===== src/pkg/dss_pkg.sv =====
// package of constants and carrier types for the dual supply sequencer
package dss_pkg;
    // clock rate in hz
    localparam int unsigned CLK_HZ = 10_000_000;
    // overcurrent qualification time in ns, then in cycles (least time, rounded up)
    localparam int unsigned OC_QUAL_NS = 1500;
    localparam int unsigned OC_QUAL_CYC = (OC_QUAL_NS * (CLK_HZ / 1_000_000) + 999) / 1000;
    // glitch filter for large dips, in us, then cycles
    localparam int unsigned GF_LARGE_US = 20;
    localparam int unsigned GF_LARGE_CYC = GF_LARGE_US * (CLK_HZ / 1_000_000);
    // glitch filter for small dips, in us, then cycles
    localparam int unsigned GF_SMALL_US = 80;
    localparam int unsigned GF_SMALL_CYC = GF_SMALL_US * (CLK_HZ / 1_000_000);
    // default timing cycle length in clock cycles
    localparam int unsigned TIMER_CYC_DEFAULT = 2_000_000;
    // counter widths
    localparam int unsigned TMR_W = 24;
    localparam int unsigned GF_W = 10;
    localparam int unsigned OC_W = 5;
    // gate drive command per channel
    typedef enum logic [1:0] {
        DSS_GATE_PULL = 2'h0,
        DSS_GATE_RAMP_DN = 2'h1,
        DSS_GATE_RAMP_UP = 2'h2
    } dss_gate_t;
    // request thresholds as digital flags
    typedef struct packed {
        logic above_low;
        logic above_mid;
        logic above_high;
    } dss_req_t;
    // supply monitor flags
    typedef struct packed {
        logic good;
        logic large_dip;
    } dss_mon_t;
endpackage


===== src/core/dss_sync.sv =====
// three-stage synchroniser for a bus of asynchronous flags
`timescale 1ns/100ps
module dss_sync #(
    parameter int unsigned W = 1
) (
    input wire logic clk_in,
    input wire logic rst_b_in,
    input wire logic [W-1:0] async_in,
    output logic [W-1:0] sync_out
);
    // metastability stages, first read only by second
    logic [W-1:0] stage1;
    logic [W-1:0] stage2;
    logic [W-1:0] stage3;

    // shift the flags through three flops
    always_ff @(posedge clk_in or negedge rst_b_in) begin
        if (!rst_b_in) begin
            stage1 <= '0;
            stage2 <= '0;
            stage3 <= '0;
        end else begin
            stage1 <= async_in;
            stage2 <= stage1;
            stage3 <= stage2;
        end
    end

    // accept a new value per bit once second and third agree
    always_ff @(posedge clk_in or negedge rst_b_in) begin
        if (!rst_b_in) begin
            sync_out <= '0;
        end else begin
            for (int i = 0; i < W; i++) begin
                if (stage2[i] == stage3[i]) begin
                    sync_out[i] <= stage3[i];
                end
            end
        end
    end
endmodule


===== src/core/dss_core.sv =====
// control logic of the dual supply sequencer
// What this block does
// monitor rising above threshold starts timing cycle
// release power-good after full cycle continuously high
// filtered monitor low drives power-good low
// short monitor highs keep power-good low
// glitch filter shorter for large dips
// idle timer held cleared at zero
// timer runs to trip, flags end, clears
// qualified overcurrent on either channel trips breaker
// breaker trip pulls both gates to ground
// breaker cleared by request low then high
// gate drive reenabled after post-clear cycle
// request starts cycle only when supplies good
// end of turn-on cycle enables gate drive
// request between low and mid ramps down
// request between mid and high ramps channel one
// request above high ramps channel two at once
// request dropping below high ramps channel two down
// request below lowest pulls all gates to ground
// outside pull-up needed on power-good output
// primary undervoltage disables, pulls channel one low
// both gates start pulled low
// trip held in sticky fault status flag
// timing cycle length is a clock-count parameter
`timescale 1ns/100ps
module dss_core
    import dss_pkg::*;
#(
    parameter int unsigned TIMER_CYC = TIMER_CYC_DEFAULT
) (
    // clock and reset
    input wire logic CLK_IN,
    input wire logic RST_B_IN,
    // power request threshold flags from the pin comparators
    input wire dss_pkg::dss_req_t REQ_IN,
    // supply monitor comparator flags
    input wire dss_pkg::dss_mon_t MON_IN,
    // overcurrent comparators per channel
    input wire logic CHAN1_CURRENT_SENSE_IN,
    input wire logic CHAN2_CURRENT_SENSE_IN,
    // undervoltage detectors, high while rail is good
    input wire logic PRIMARY_SUPPLY_RAIL_GOOD_IN,
    input wire logic SECONDARY_SUPPLY_RAIL_GOOD_IN,
    // gate drive commands
    output dss_pkg::dss_gate_t CHAN1_PASS_DRIVE_OUT,
    output dss_pkg::dss_gate_t CHAN2_PASS_DRIVE_OUT,
    // active-low power-good, open drain
    output logic PWR_GOOD_B_OUT,
    output logic PWR_GOOD_OE_OUT,
    // status
    output logic FAULT_OUT,
    output logic MON_HIGH_OUT
);
    import dss_pkg::*;

    // turn-on state machine
    typedef enum logic [1:0] {
        DSS_OFF,
        DSS_TIMING,
        DSS_ON
    } dss_state_t;

    // synchronised inputs
    logic [8:0] sync_vec;
    dss_req_t req;
    dss_mon_t mon;
    logic oc1;
    logic oc2;
    logic uv1_good;
    logic uv2_good;
    logic req_low_d; // previous above_mid for edge detect
    logic req_rise;
    dss_state_t state;
    logic [TMR_W-1:0] tmr; // shared timer count
    logic tmr_on_run; // timer owned by turn-on
    logic tmr_mon_run; // timer owned by monitor
    logic tmr_done; // end of timing cycle pulse
    logic tmr_owner_on; // turn-on owned the timer last cycle
    logic mon_filt; // filtered monitor comparator
    logic [GF_W-1:0] gf_cnt; // dip duration
    logic [OC_W-1:0] oc_cnt; // overcurrent duration
    logic fault; // sticky breaker flag
    logic pg; // power-good released
    logic mon_timing; // monitor waiting for cycle
    logic gates_en; // charge drive enabled

    // all pin inputs cross into the clock domain
    dss_sync #(.W(9)) u_sync (
        .clk_in(CLK_IN),
        .rst_b_in(RST_B_IN),
        .async_in({REQ_IN, MON_IN, CHAN1_CURRENT_SENSE_IN, CHAN2_CURRENT_SENSE_IN,
            PRIMARY_SUPPLY_RAIL_GOOD_IN, SECONDARY_SUPPLY_RAIL_GOOD_IN}),
        .sync_out(sync_vec)
    );

    // unpack the synchronised flags
    assign req = dss_req_t'(sync_vec[8:6]);
    assign mon = dss_mon_t'(sync_vec[5:4]);
    assign oc1 = sync_vec[3];
    assign oc2 = sync_vec[2];
    assign uv1_good = sync_vec[1];
    assign uv2_good = sync_vec[0];
    // rising request edge at the middle threshold
    assign req_rise = req.above_mid && !req_low_d;

    // remember request level for edge detect
    always_ff @(posedge CLK_IN or negedge RST_B_IN) begin
        if (!RST_B_IN) begin
            req_low_d <= 1'b0;
        end else begin
            req_low_d <= req.above_mid;
        end
    end

    // overcurrent qualification counter
    always_ff @(posedge CLK_IN or negedge RST_B_IN) begin
        if (!RST_B_IN) begin
            oc_cnt <= '0;
        end else if (oc1 || oc2) begin
            // count continuous overcurrent, saturate at limit
            if (oc_cnt < OC_W'(OC_QUAL_CYC)) begin
                oc_cnt <= oc_cnt + 1'b1;
            end
        end else begin
            oc_cnt <= '0;
        end
    end

    // sticky breaker flag, set wins over clear
    always_ff @(posedge CLK_IN or negedge RST_B_IN) begin
        if (!RST_B_IN) begin
            fault <= 1'b0;
        end else if ((oc1 || oc2) && oc_cnt >= OC_W'(OC_QUAL_CYC)) begin
            fault <= 1'b1;
        end else if (!req.above_low) begin
            fault <= 1'b0;
        end
    end

    // turn-on sequence
    always_ff @(posedge CLK_IN or negedge RST_B_IN) begin
        if (!RST_B_IN) begin
            state <= DSS_OFF;
        end else begin
            case (state)
                DSS_OFF: begin
                    // start only with good rails and no fault
                    if (req_rise && uv1_good && uv2_good && !fault) begin
                        state <= DSS_TIMING;
                    end
                end
                DSS_TIMING: begin
                    // abort on drop, fault or primary undervoltage
                    if (!req.above_mid || fault || !uv1_good) begin
                        state <= DSS_OFF;
                    end else if (tmr_done) begin
                        state <= DSS_ON;
                    end
                end
                DSS_ON: begin
                    // leave when request below mid, fault or primary undervoltage
                    if (!req.above_mid || fault || !uv1_good) begin
                        state <= DSS_OFF;
                    end
                end
                default: begin
                    state <= DSS_OFF;
                end
            endcase
        end
    end

    assign tmr_on_run = (state == DSS_TIMING);
    assign tmr_mon_run = mon_timing && !tmr_on_run;
    // no trip in a handover cycle: the count left by the other owner is stale
    assign tmr_done = (tmr_on_run || tmr_mon_run) && (tmr_on_run == tmr_owner_on) &&
        tmr == TMR_W'(TIMER_CYC - 1);
    assign gates_en = (state == DSS_ON);

    // shared timer, cleared when idle, at trip point and on handover
    always_ff @(posedge CLK_IN or negedge RST_B_IN) begin
        if (!RST_B_IN) begin
            tmr <= '0;
            tmr_owner_on <= 1'b0;
        end else begin
            // a new owner always gets a full cycle
            tmr_owner_on <= tmr_on_run;
            if (!(tmr_on_run || tmr_mon_run) || tmr_done || tmr_on_run != tmr_owner_on) begin
                tmr <= '0;
            end else begin
                tmr <= tmr + 1'b1;
            end
        end
    end

    // glitch filter on the monitor comparator
    always_ff @(posedge CLK_IN or negedge RST_B_IN) begin
        if (!RST_B_IN) begin
            gf_cnt <= '0;
            mon_filt <= 1'b0;
        end else if (mon.good) begin
            // rising edge passes at once
            gf_cnt <= '0;
            mon_filt <= 1'b1;
        end else if (mon_filt) begin
            // large dips qualify after the short window
            if ((mon.large_dip && gf_cnt >= GF_W'(GF_LARGE_CYC - 1)) ||
                gf_cnt >= GF_W'(GF_SMALL_CYC - 1)) begin
                mon_filt <= 1'b0;
                gf_cnt <= '0;
            end else begin
                gf_cnt <= gf_cnt + 1'b1;
            end
        end
    end

    // power-good timing and release
    always_ff @(posedge CLK_IN or negedge RST_B_IN) begin
        if (!RST_B_IN) begin
            mon_timing <= 1'b0;
            pg <= 1'b0;
        end else if (!mon_filt) begin
            // low monitor restarts; power-good pulled low
            mon_timing <= 1'b0;
            pg <= 1'b0;
        end else if (!pg && !mon_timing) begin
            mon_timing <= 1'b1;
        end else if (tmr_mon_run && tmr_done) begin
            mon_timing <= 1'b0;
            pg <= 1'b1;
        end
    end

    // channel one gate command
    always_ff @(posedge CLK_IN or negedge RST_B_IN) begin
        if (!RST_B_IN) begin
            CHAN1_PASS_DRIVE_OUT <= DSS_GATE_PULL;
        end else if (fault || !uv1_good) begin
            CHAN1_PASS_DRIVE_OUT <= DSS_GATE_PULL;
        end else if (!req.above_low) begin
            CHAN1_PASS_DRIVE_OUT <= DSS_GATE_PULL;
        end else if (gates_en) begin
            CHAN1_PASS_DRIVE_OUT <= DSS_GATE_RAMP_UP;
        end else if (CHAN1_PASS_DRIVE_OUT != DSS_GATE_PULL) begin
            CHAN1_PASS_DRIVE_OUT <= DSS_GATE_RAMP_DN;
        end
    end

    // channel two gate command
    always_ff @(posedge CLK_IN or negedge RST_B_IN) begin
        if (!RST_B_IN) begin
            CHAN2_PASS_DRIVE_OUT <= DSS_GATE_PULL;
        end else if (fault || !uv1_good) begin
            CHAN2_PASS_DRIVE_OUT <= DSS_GATE_PULL;
        end else if (!req.above_low) begin
            CHAN2_PASS_DRIVE_OUT <= DSS_GATE_PULL;
        end else if (gates_en && req.above_high) begin
            CHAN2_PASS_DRIVE_OUT <= DSS_GATE_RAMP_UP;
        end else if (CHAN2_PASS_DRIVE_OUT != DSS_GATE_PULL) begin
            CHAN2_PASS_DRIVE_OUT <= DSS_GATE_RAMP_DN;
        end
    end

    // open-drain power-good: drive low or release
    assign PWR_GOOD_B_OUT = 1'b0;
    assign PWR_GOOD_OE_OUT = !pg;
    assign FAULT_OUT = fault;
    assign MON_HIGH_OUT = mon_filt;
endmodule


===== config.mk =====
export PLATFORM = sky130hd
export DESIGN_NAME = dss_core
export DESIGN_NICKNAME = d
export VERILOG_FILES = /design/src/pkg/dss_pkg.sv /design/src/core/dss_sync.sv /design/src/core/dss_core.sv
export SDC_FILE = /design/constraint.sdc
export NUM_CORES = 1
export LEC_CHECK = 0
export BUFFER_PORTS_ARGS = -buffer_cell sky130_fd_sc_hd__buf_2
export CORE_MARGIN = 3
export CORE_UTILIZATION = 50
export CTS_BUF_LIST = sky130_fd_sc_hd__clkbuf_8
export CTS_CLUSTER_DIAMETER = 200
export CTS_CLUSTER_SIZE = 25
export DETAILED_ROUTE_END_ITERATION = 12
export PLACE_DENSITY_LB_ADDON = 0.15
export SETUP_SLACK_MARGIN = 0.02
export SLEW_MARGIN = 40
export SYNTH_ARGS = -nofsm -noshare
export SYNTH_HDL_FRONTEND = slang
export SYNTH_HIERARCHICAL = 1
export SYNTH_SLANG_ARGS = --single-unit

===== constraint.sdc =====
create_clock -name CLK_IN -period 6.68 [get_ports CLK_IN]
set_input_delay 0.668 -clock CLK_IN [delete_from_list [all_inputs] [get_ports CLK_IN]]
set_output_delay 0.668 -clock CLK_IN [all_outputs]
set_load 0.01 [all_outputs]

==> results of run 1 <==
-- kinds of logic after synthesis --
family                     synth area share, %
and+or+nand+nor                          18.93
DFF                                      58.80
AOI/OAI and AO/OA                        11.42
buffers and inverters                    2.602
xor gates and xnor gates                 3.785
adders and majority gates                4.089
other                                   0.1013
muxes                                   0.2704
-- sequential cells by signal, indices dropped and copies added, names as in the netlist --
| register | count |
|---|---|
| tmr | 24 |
| gf_cnt | 10 |
| u_sync/stage1 | 9 |
| u_sync/stage2 | 9 |
| u_sync/stage3 | 9 |
| u_sync/sync_out | 9 |
| oc_cnt | 5 |
| CHAN1_PASS_DRIVE_OUT | 2 |
| CHAN2_PASS_DRIVE_OUT | 2 |
| state | 2 |
| FAULT_OUT | 1 |
| MON_HIGH_OUT | 1 |
| mon_timing | 1 |
| pg | 1 |
| req_low_d | 1 |
| tmr_owner_on | 1 |
-- area by class of cell --
cell class | instances | area [um2] | area share [%]
clock buffer | 9 | 123.9 | 3.029
timing repair buffer | 18 | 101.3 | 2.479
tap | 96 | 120.1 | 2.938
multi-input combinational | 213 | 1455 | 35.59
inverter | 9 | 33.78 | 0.8262
clock inverter | 7 | 77.57 | 1.897
sequential | 87 | 2177 | 53.24
-- worst max-delay path by stage --
stage	start	to	slack, ns	depth (start not counted)
6_report	tmr[0]$_DFF_PN0_	tmr[22]$_DFF_PN0_	4.45	5
5_1_grt	tmr[1]$_DFF_PN0_	tmr[20]$_DFF_PN0_	4.32	5
4_1_cts	tmr[0]$_DFF_PN0_	tmr[22]$_DFF_PN0_	4.45	5
3_5_place_dp	tmr[0]$_DFF_PN0_	tmr[18]$_DFF_PN0_	4.45	5
3_3_place_gp	tmr[0]$_DFF_PN0_	tmr[18]$_DFF_PN0_	4.53	5
2_1_floorplan	tmr[0]$_DFF_PN0_	tmr[22]$_DFF_PN0_	4.54	6
-- per-layer routing --
metal	track usage, %	wire, um	share of wire (%)	vias up
met2	25.97	2984	47	34
met4	5.569	51	0.81	0
met1	22.85	3044	48	1220
met3	5.168	231	3.7	4
li1	-	-	-	1197
met5	0	0	0	-
-- report_power, final --
| group | internal (W) | switching [W] |
|---|---|---|
| Clock | 0.000177 | 0.000190 |
| Sequential | 0.000571 | 0.0000502 |
| Combinational | 0.0000489 | 0.0000540 |
-- through the flow --
| step | hold WS [ns] | util [%] | worst slack [ns] | std cells | instance area (um2) |
|---|---|---|---|---|---|
| floorplan | 0.3312 | - | 4.539 | 321 | 3702 |
| global placement | 0.3316 | 55.39 | 4.531 | 423 | 3867 |
| detailed placement | 0.3347 | 55.56 | 4.446 | 423 | 3879 |
| CTS | 0.3558 | 58.44 | 4.450 | 439 | 4080 |
| global route | 0.3671 | 58.57 | 4.322 | 439 | 4089 |
| finish | 0.3179 | 58.57 | 4.452 | 439 | 4089 |
-- synthesized netlist by cell type (5+ instances only) --
library cell	number	share of area, %
a211oi_1	8	1.6
a21oi_1	11	1.5
clkbuf_1	8	0.81
dfrtp_1	87	59
inv_1	9	0.91
maj3_2	9	2.7
nand2_1	21	2.1
nand2b_1	8	1.4
nand3_1	14	1.9
nand4_1	6	1.0
nor2_1	15	1.5
nor3_1	19	2.6
o211ai_1	6	1.2
o21ai_0	7	0.95
o31ai_1	6	1.2
or3_1	5	0.84
or4_1	9	1.8
xnor2_1	8	1.9
xor2_1	8	1.9
-- critical path, stage by stage, from the launching register on --
cell,delay [ns]
dfrtp_1,0.42
ha_1,0.30
nand2_1,0.11
or4_4,0.60
or4_1,0.51
a211oi_2,0.22
==> summary.md, run 1 <==
| Metric | Value |
|---|---|
| Max-slew violations | `0` |
| Initial antenna violation count | `0` |
| Via/cell ratio | `5.592` |
| H-tree levels | `3` |
| CP startpoint kind | `register` |
| Rel. slew slack | `45.59%` |
| Reg2Reg Depth | `5` |
| Root Buffer | `clkbuf_8` |
| Grt ovf | `0` |
| Worst skew pair latency | `0.36 ns` |
| Fill cells | `597` |
| Fraction of layout instances using a drive strength above 1 | `between 10% and 20%` |
| Seq/Total Area, Yosys | `58.80%` |
| First-pass iteration count of the detailed router | `4` |
| CTS sink count | `87` |
| First-pass GRT wire length | `11370 um` |
| PwrDens | `about 270 nW/um2` |
| Synth Cell Area | `3702 um2` |
| Clock Skew | `0.008540 ns` |
| Max cap viols | `0` |
| TNS Setup | `0 ns` |
| Area growth syn-to-layout | `10.44%` |
| Rows | `30` |
| Post-CTS setup buffer count | `0` |
| Leak Pwr | `1.736 nW` |
| CTS tree | `yes` |
| # IOs | `19` |
| Tmin final | `2.228 ns` |
| Gr usage total | `about 17%` |
| Final hold vios | `0` |
| Avg Cell Area, Syn | `11.53 um2` |
| Worst Path Arrival | `2.51 ns` |
| R2R setup slack | `between 4 and 5 ns` |
| Largest net degree at the start of global routing | `between 80 and 90` |
| Critical R2R Launch | `tmr[0]$_DFF_PN0_` |
| Hold_buf cts | `0` |
| #FFs+latches synth | `87` |
| Initial Util | `53.03%` |
| Cells after Synth | `321` |
| Fin crit share | `about 33%` |
| ANT cells | `0` |
| DRT antenna net count | `0` |
| Routability cong. | `0.8059` |
| Synth warn | `6` |
| Ys flop type | `dfrtp_1` |
| Mapped Nets | `between 300 and 400` |
| Worst min path class | `in2async` |
| Outcome | `completed` |
| Commonest cells after routing, fill and taps aside | `87 x dfrtp_1, 21 x nand2_1, 19 x nor3_1` |
| Vias in the first global route | `2390` |
| Worst Tran Pin Value | `roughly 0.81 ns` |
| Max VDD drop | `0.1725 mV` |
| Post-CTS Resized | `0` |
| Core Box Area | `~7000 um2` |
| Reg2reg end | `tmr[22]$_DFF_PN0_` |
| Die width | `roughly 92 um` |
| Clk slew on worst S/H paths | `0.09 ns` |
| Ys async rst share | `100.0%` |
| Critical path class | `reg2reg` |
| Critical-path maximum fanout | `11` |
| Wirelength per Cell | `14.37 um` |
| Total CTS buffers | `9` |
| HPWL Detailed | `4076 um` |
| Synth unique cells | `54` |
| Total Routed Length | `6310 um` |
| Worst Setup End Kind | `register` |
| RSZ-0062 raised after global routing | `no` |
| Setup violations, final | `0` |
| PnR Total Power | `roughly 0.0011 W` |
| CTS max path bufs | `2` |
| Final Net Count | `approximately 350` |
| DRC violations left | `0` |
| Die Y | `about 92 um` |
| Port bufs | `17` |
| Vias post-DR | `2455` |
| Most common cell after layout, fill and taps aside | `dfrtp_1` |
| EDFF count, synth | `0` |
| Fmax achieved | `roughly 450 MHz` |
| Die area | `between 8000 and 9000 um2` |
| Initial DRC Count | `96` |
| Data required, critical path | `between 6 and 7 ns` |
No activity file was read; power rests on OpenSTA's default activity.
==> run 2: changes to the inputs <==
==> constraint.sdc (replaced) <==
create_clock -name CLK_IN -period 1.86 [get_ports CLK_IN]
set_input_delay 0.186 -clock CLK_IN [delete_from_list [all_inputs] [get_ports CLK_IN]]
set_output_delay 0.186 -clock CLK_IN [all_outputs]
set_load 0.01 [all_outputs]
==> summary.md, run 2 (synthesized netlist as in run 1, its figures left out) <==
| Metric | Value |
|---|---|
| Port bufs | `17 (unchanged)` |
| Internal power | `0.003030 W (+280%)` |
| Final Net Count | `407 (+15%)` |
| Fraction of layout instances using a drive strength above 1 | `29.72% (+13 points)` |
| Final hold vios | `0 (unchanged)` |
| Core Box Area | `6982 um2 (unchanged)` |
| Biggest register | `tmr` |
| Total Routed Length | `7093 um (+12%)` |
| PwrDens | `891.8 nW/um2 (+230%)` |
| Total CTS buffers | `9 (unchanged)` |
| Critical-path maximum fanout | `6 (-5)` |
| Worst skew pair latency | `0.35 ns (about the same)` |
| Area growth syn-to-layout | `25.52%` |
| Most common cell after layout, fill and taps aside | `dfrtp_1` |
| HPWL Detailed | `4604 um (+13%)` |
| CTS tree | `yes` |
| Post-route cell area | `4647 um2 (+14%)` |
| Commonest cells after routing, fill and taps aside | `87 x dfrtp_1, 42 x buf_4, 20 x nand2_1` |
| Vias post-DR | `2705 (+10%)` |
| Data required, critical path | `2.12 ns (-4.84 ns)` |
| Combinational share of power | `13.7% (+4.3 points)` |
| Clk slew on worst S/H paths | `0.09 ns (about the same)` |
| Outcome | `finished, violations left` |
| Crit-path slowest cell | `or4_4` |
| Grt ovf | `0 (unchanged)` |
| Max VDD drop | `0.6341 mV (+270%)` |
| Largest net degree at the start of global routing | `36 (-59%)` |
| Vias in the first global route | `2557 (+7.0%)` |
| Critical path class | `reg2reg` |
| Initial Util | `53.03% (unchanged)` |
| Critical path's most frequent cell | `or4_4` |
| Clock Skew | `0.009572 ns (+0.001033 ns)` |
| Max-slew violations | `0 (unchanged)` |
| Rows | `30 (unchanged)` |
| Rel. slew slack | `51.18% (+5.6 points)` |
| Root Buffer | `clkbuf_8` |
| Cells along the critical path | `nand4_4 -> or4_4 -> or4_4 -> a211oi_2` |
| Die Y | `92.05 um (unchanged)` |
| Via/cell ratio | `5.487 (-1.9%)` |
| H-tree levels | `3 (unchanged)` |
| Leak Pwr | `2.020 nW (+16%)` |
| First-pass GRT wire length | `12050 um (+6.0%)` |
| Setup violations, final | `3 (+3)` |
| Top Registers | `tmr x24, gf_cnt x10` |
| Wirelength per Cell | `14.39 um (about the same)` |
| Routability cong. | `0.8242 (+2.3%)` |
| Gr usage total | `17.80% (+0.93 points)` |
| Max incr delay on CP | `0.60 ns (about the same)` |
| Worst Path Arrival | `2.16 ns (-0.35 ns)` |
| Tmin final | `1.896 ns (-0.3317 ns)` |
| First-pass iteration count of the detailed router | `4 (unchanged)` |
| Worst Setup End Kind | `register` |
| # IOs | `19 (unchanged)` |
| CTS max path bufs | `2 (unchanged)` |
| Initial antenna violation count | `0 (unchanged)` |
| Worst Tran Pin Value | `0.7307 ns (-0.08190 ns)` |
| CTS sink count | `87 (unchanged)` |
| Net switching power | `0.001115 W (+280%)` |
| Initial DRC Count | `116 (+21%)` |
| Fin crit share | `101.9% (+69 points)` |
| Max FFs per register | `24 (unchanged)` |
| Worst min path class | `in2async` |
| Fmax achieved | `527.4 MHz (+17%)` |
| Post-DP Area | `4183 um2 (+7.8%)` |
| ANT cells | `0 (unchanged)` |
| Setup WS post-layout | `-0.03593 ns (-4.488 ns)` |
| DRT antenna net count | `0 (unchanged)` |
| RSZ-0062 raised after global routing | `yes` |
| DRC violations left | `0 (unchanged)` |
| Worst slack, placed | `-0.1297 ns (-4.576 ns)` |
| Max cap viols | `0 (unchanged)` |
| CP startpoint kind | `register` |
| Clock power frac | `33.2% (-0.5 points)` |
| Sequential power share | `53.1% (-3.8 points)` |
| Failing checks | `setup timing` |
| Die width | `92.05 um (unchanged)` |
| Die area | `8473 um2 (unchanged)` |
| Switching Share | `26.89% (-0.096 points)` |
[run 2: power groups by stage]
| stage | registers, W | logic, W | clock network (W) |
|---|---|---|---|
| 2_1_floorplan | 0.00223 | 0.000288 | 0 |
| 3_3_place_gp | 0.00223 | 0.000518 | 0 |
| 3_5_place_dp | 0.00224 | 0.000543 | 0 |
| 4_1_cts | 0.00220 | 0.000565 | 0.00142 |
| 5_1_grt | 0.00223 | 0.000651 | 0.00149 |
| 6_report | 0.00220 | 0.000570 | 0.00137 |
[run 2: timing repair]
item                       in CTS  in global routing
setup endpoints to repair      15                 32
hold buffers                   10                  0
hold endpoints to repair       42                  0
gates resized for setup         3                 18
setup buffers                   1                  7
pin swaps                       0                  8
[run 2: layout make-up]
class,instances,area [um2]
tap,96,120.1
clock buffer,10,137.6
multi-input combinational,213,1554
clock inverter,6,75.07
timing repair buffer,72,549.3
fill,528,2335
sequential,87,2177
inverter,9,33.78
[run 2: worst max-delay path: cells and delay by family (launching register included)]
family           cells  cell delay (ns)
flip-flops           1             0.39
AO/OA/AOI/OAI        1             0.19
AND/OR/NAND/NOR      3             1.22
[run 2: metal layers]
metal	share of wire [%]	wire [um]	global-route usage, %	vias to the layer above
li1	-	-	-	1312
met1	47	3306	23.66	1340
met2	48	3440	28.28	44
met3	3.6	255	4.922	9
met4	1.3	90	5.941	0
met5	0	0	0	-
[run 2: final timing paths]
| path | to | cells past startpoint | startpoint | slack, ns |
|---|---|---|---|---|
| worst max-delay path | tmr[22]$_DFF_PN0_ | 4 | tmr[3]$_DFF_PN0_ | -0.04 |
| worst min-delay path | gf_cnt[6]$_DFFE_PN0P_ | 2 | RST_B_IN | 0.32 |
| worst max register to register | tmr[22]$_DFF_PN0_ | 4 | tmr[3]$_DFF_PN0_ | -0.04 |
| worst min register to register | u_sync/stage2[4]$_DFF_PN0_ | 0 | u_sync/stage1[4]$_DFF_PN0_ | 0.35 |
| max in group asynchronous | u_sync/sync_out[1]$_DFFE_PN0N_ | 3 | RST_B_IN | 0.92 |
| min in group CLK_IN | u_sync/stage2[4]$_DFF_PN0_ | 0 | u_sync/stage1[4]$_DFF_PN0_ | 0.35 |
[run 2: stage by stage]
stage | instances | total power, W | setup TNS, ns | hold WS (ns) | utilization, %
finish | 493 | 0.004144 | -0.05492 | 0.3155 | 66.56
global route | 493 | 0.004372 | -1.101 | 0.3484 | 66.56
CTS | 486 | 0.004182 | -0.1063 | 0.3294 | 64.68
detailed placement | 459 | 0.002782 | -0.4366 | 0.1692 | 59.91
global placement | 459 | 0.002750 | -0.3134 | 0.1662 | 59.80
floorplan | 321 | 0.002523 | -0.6207 | -0.1096 | -
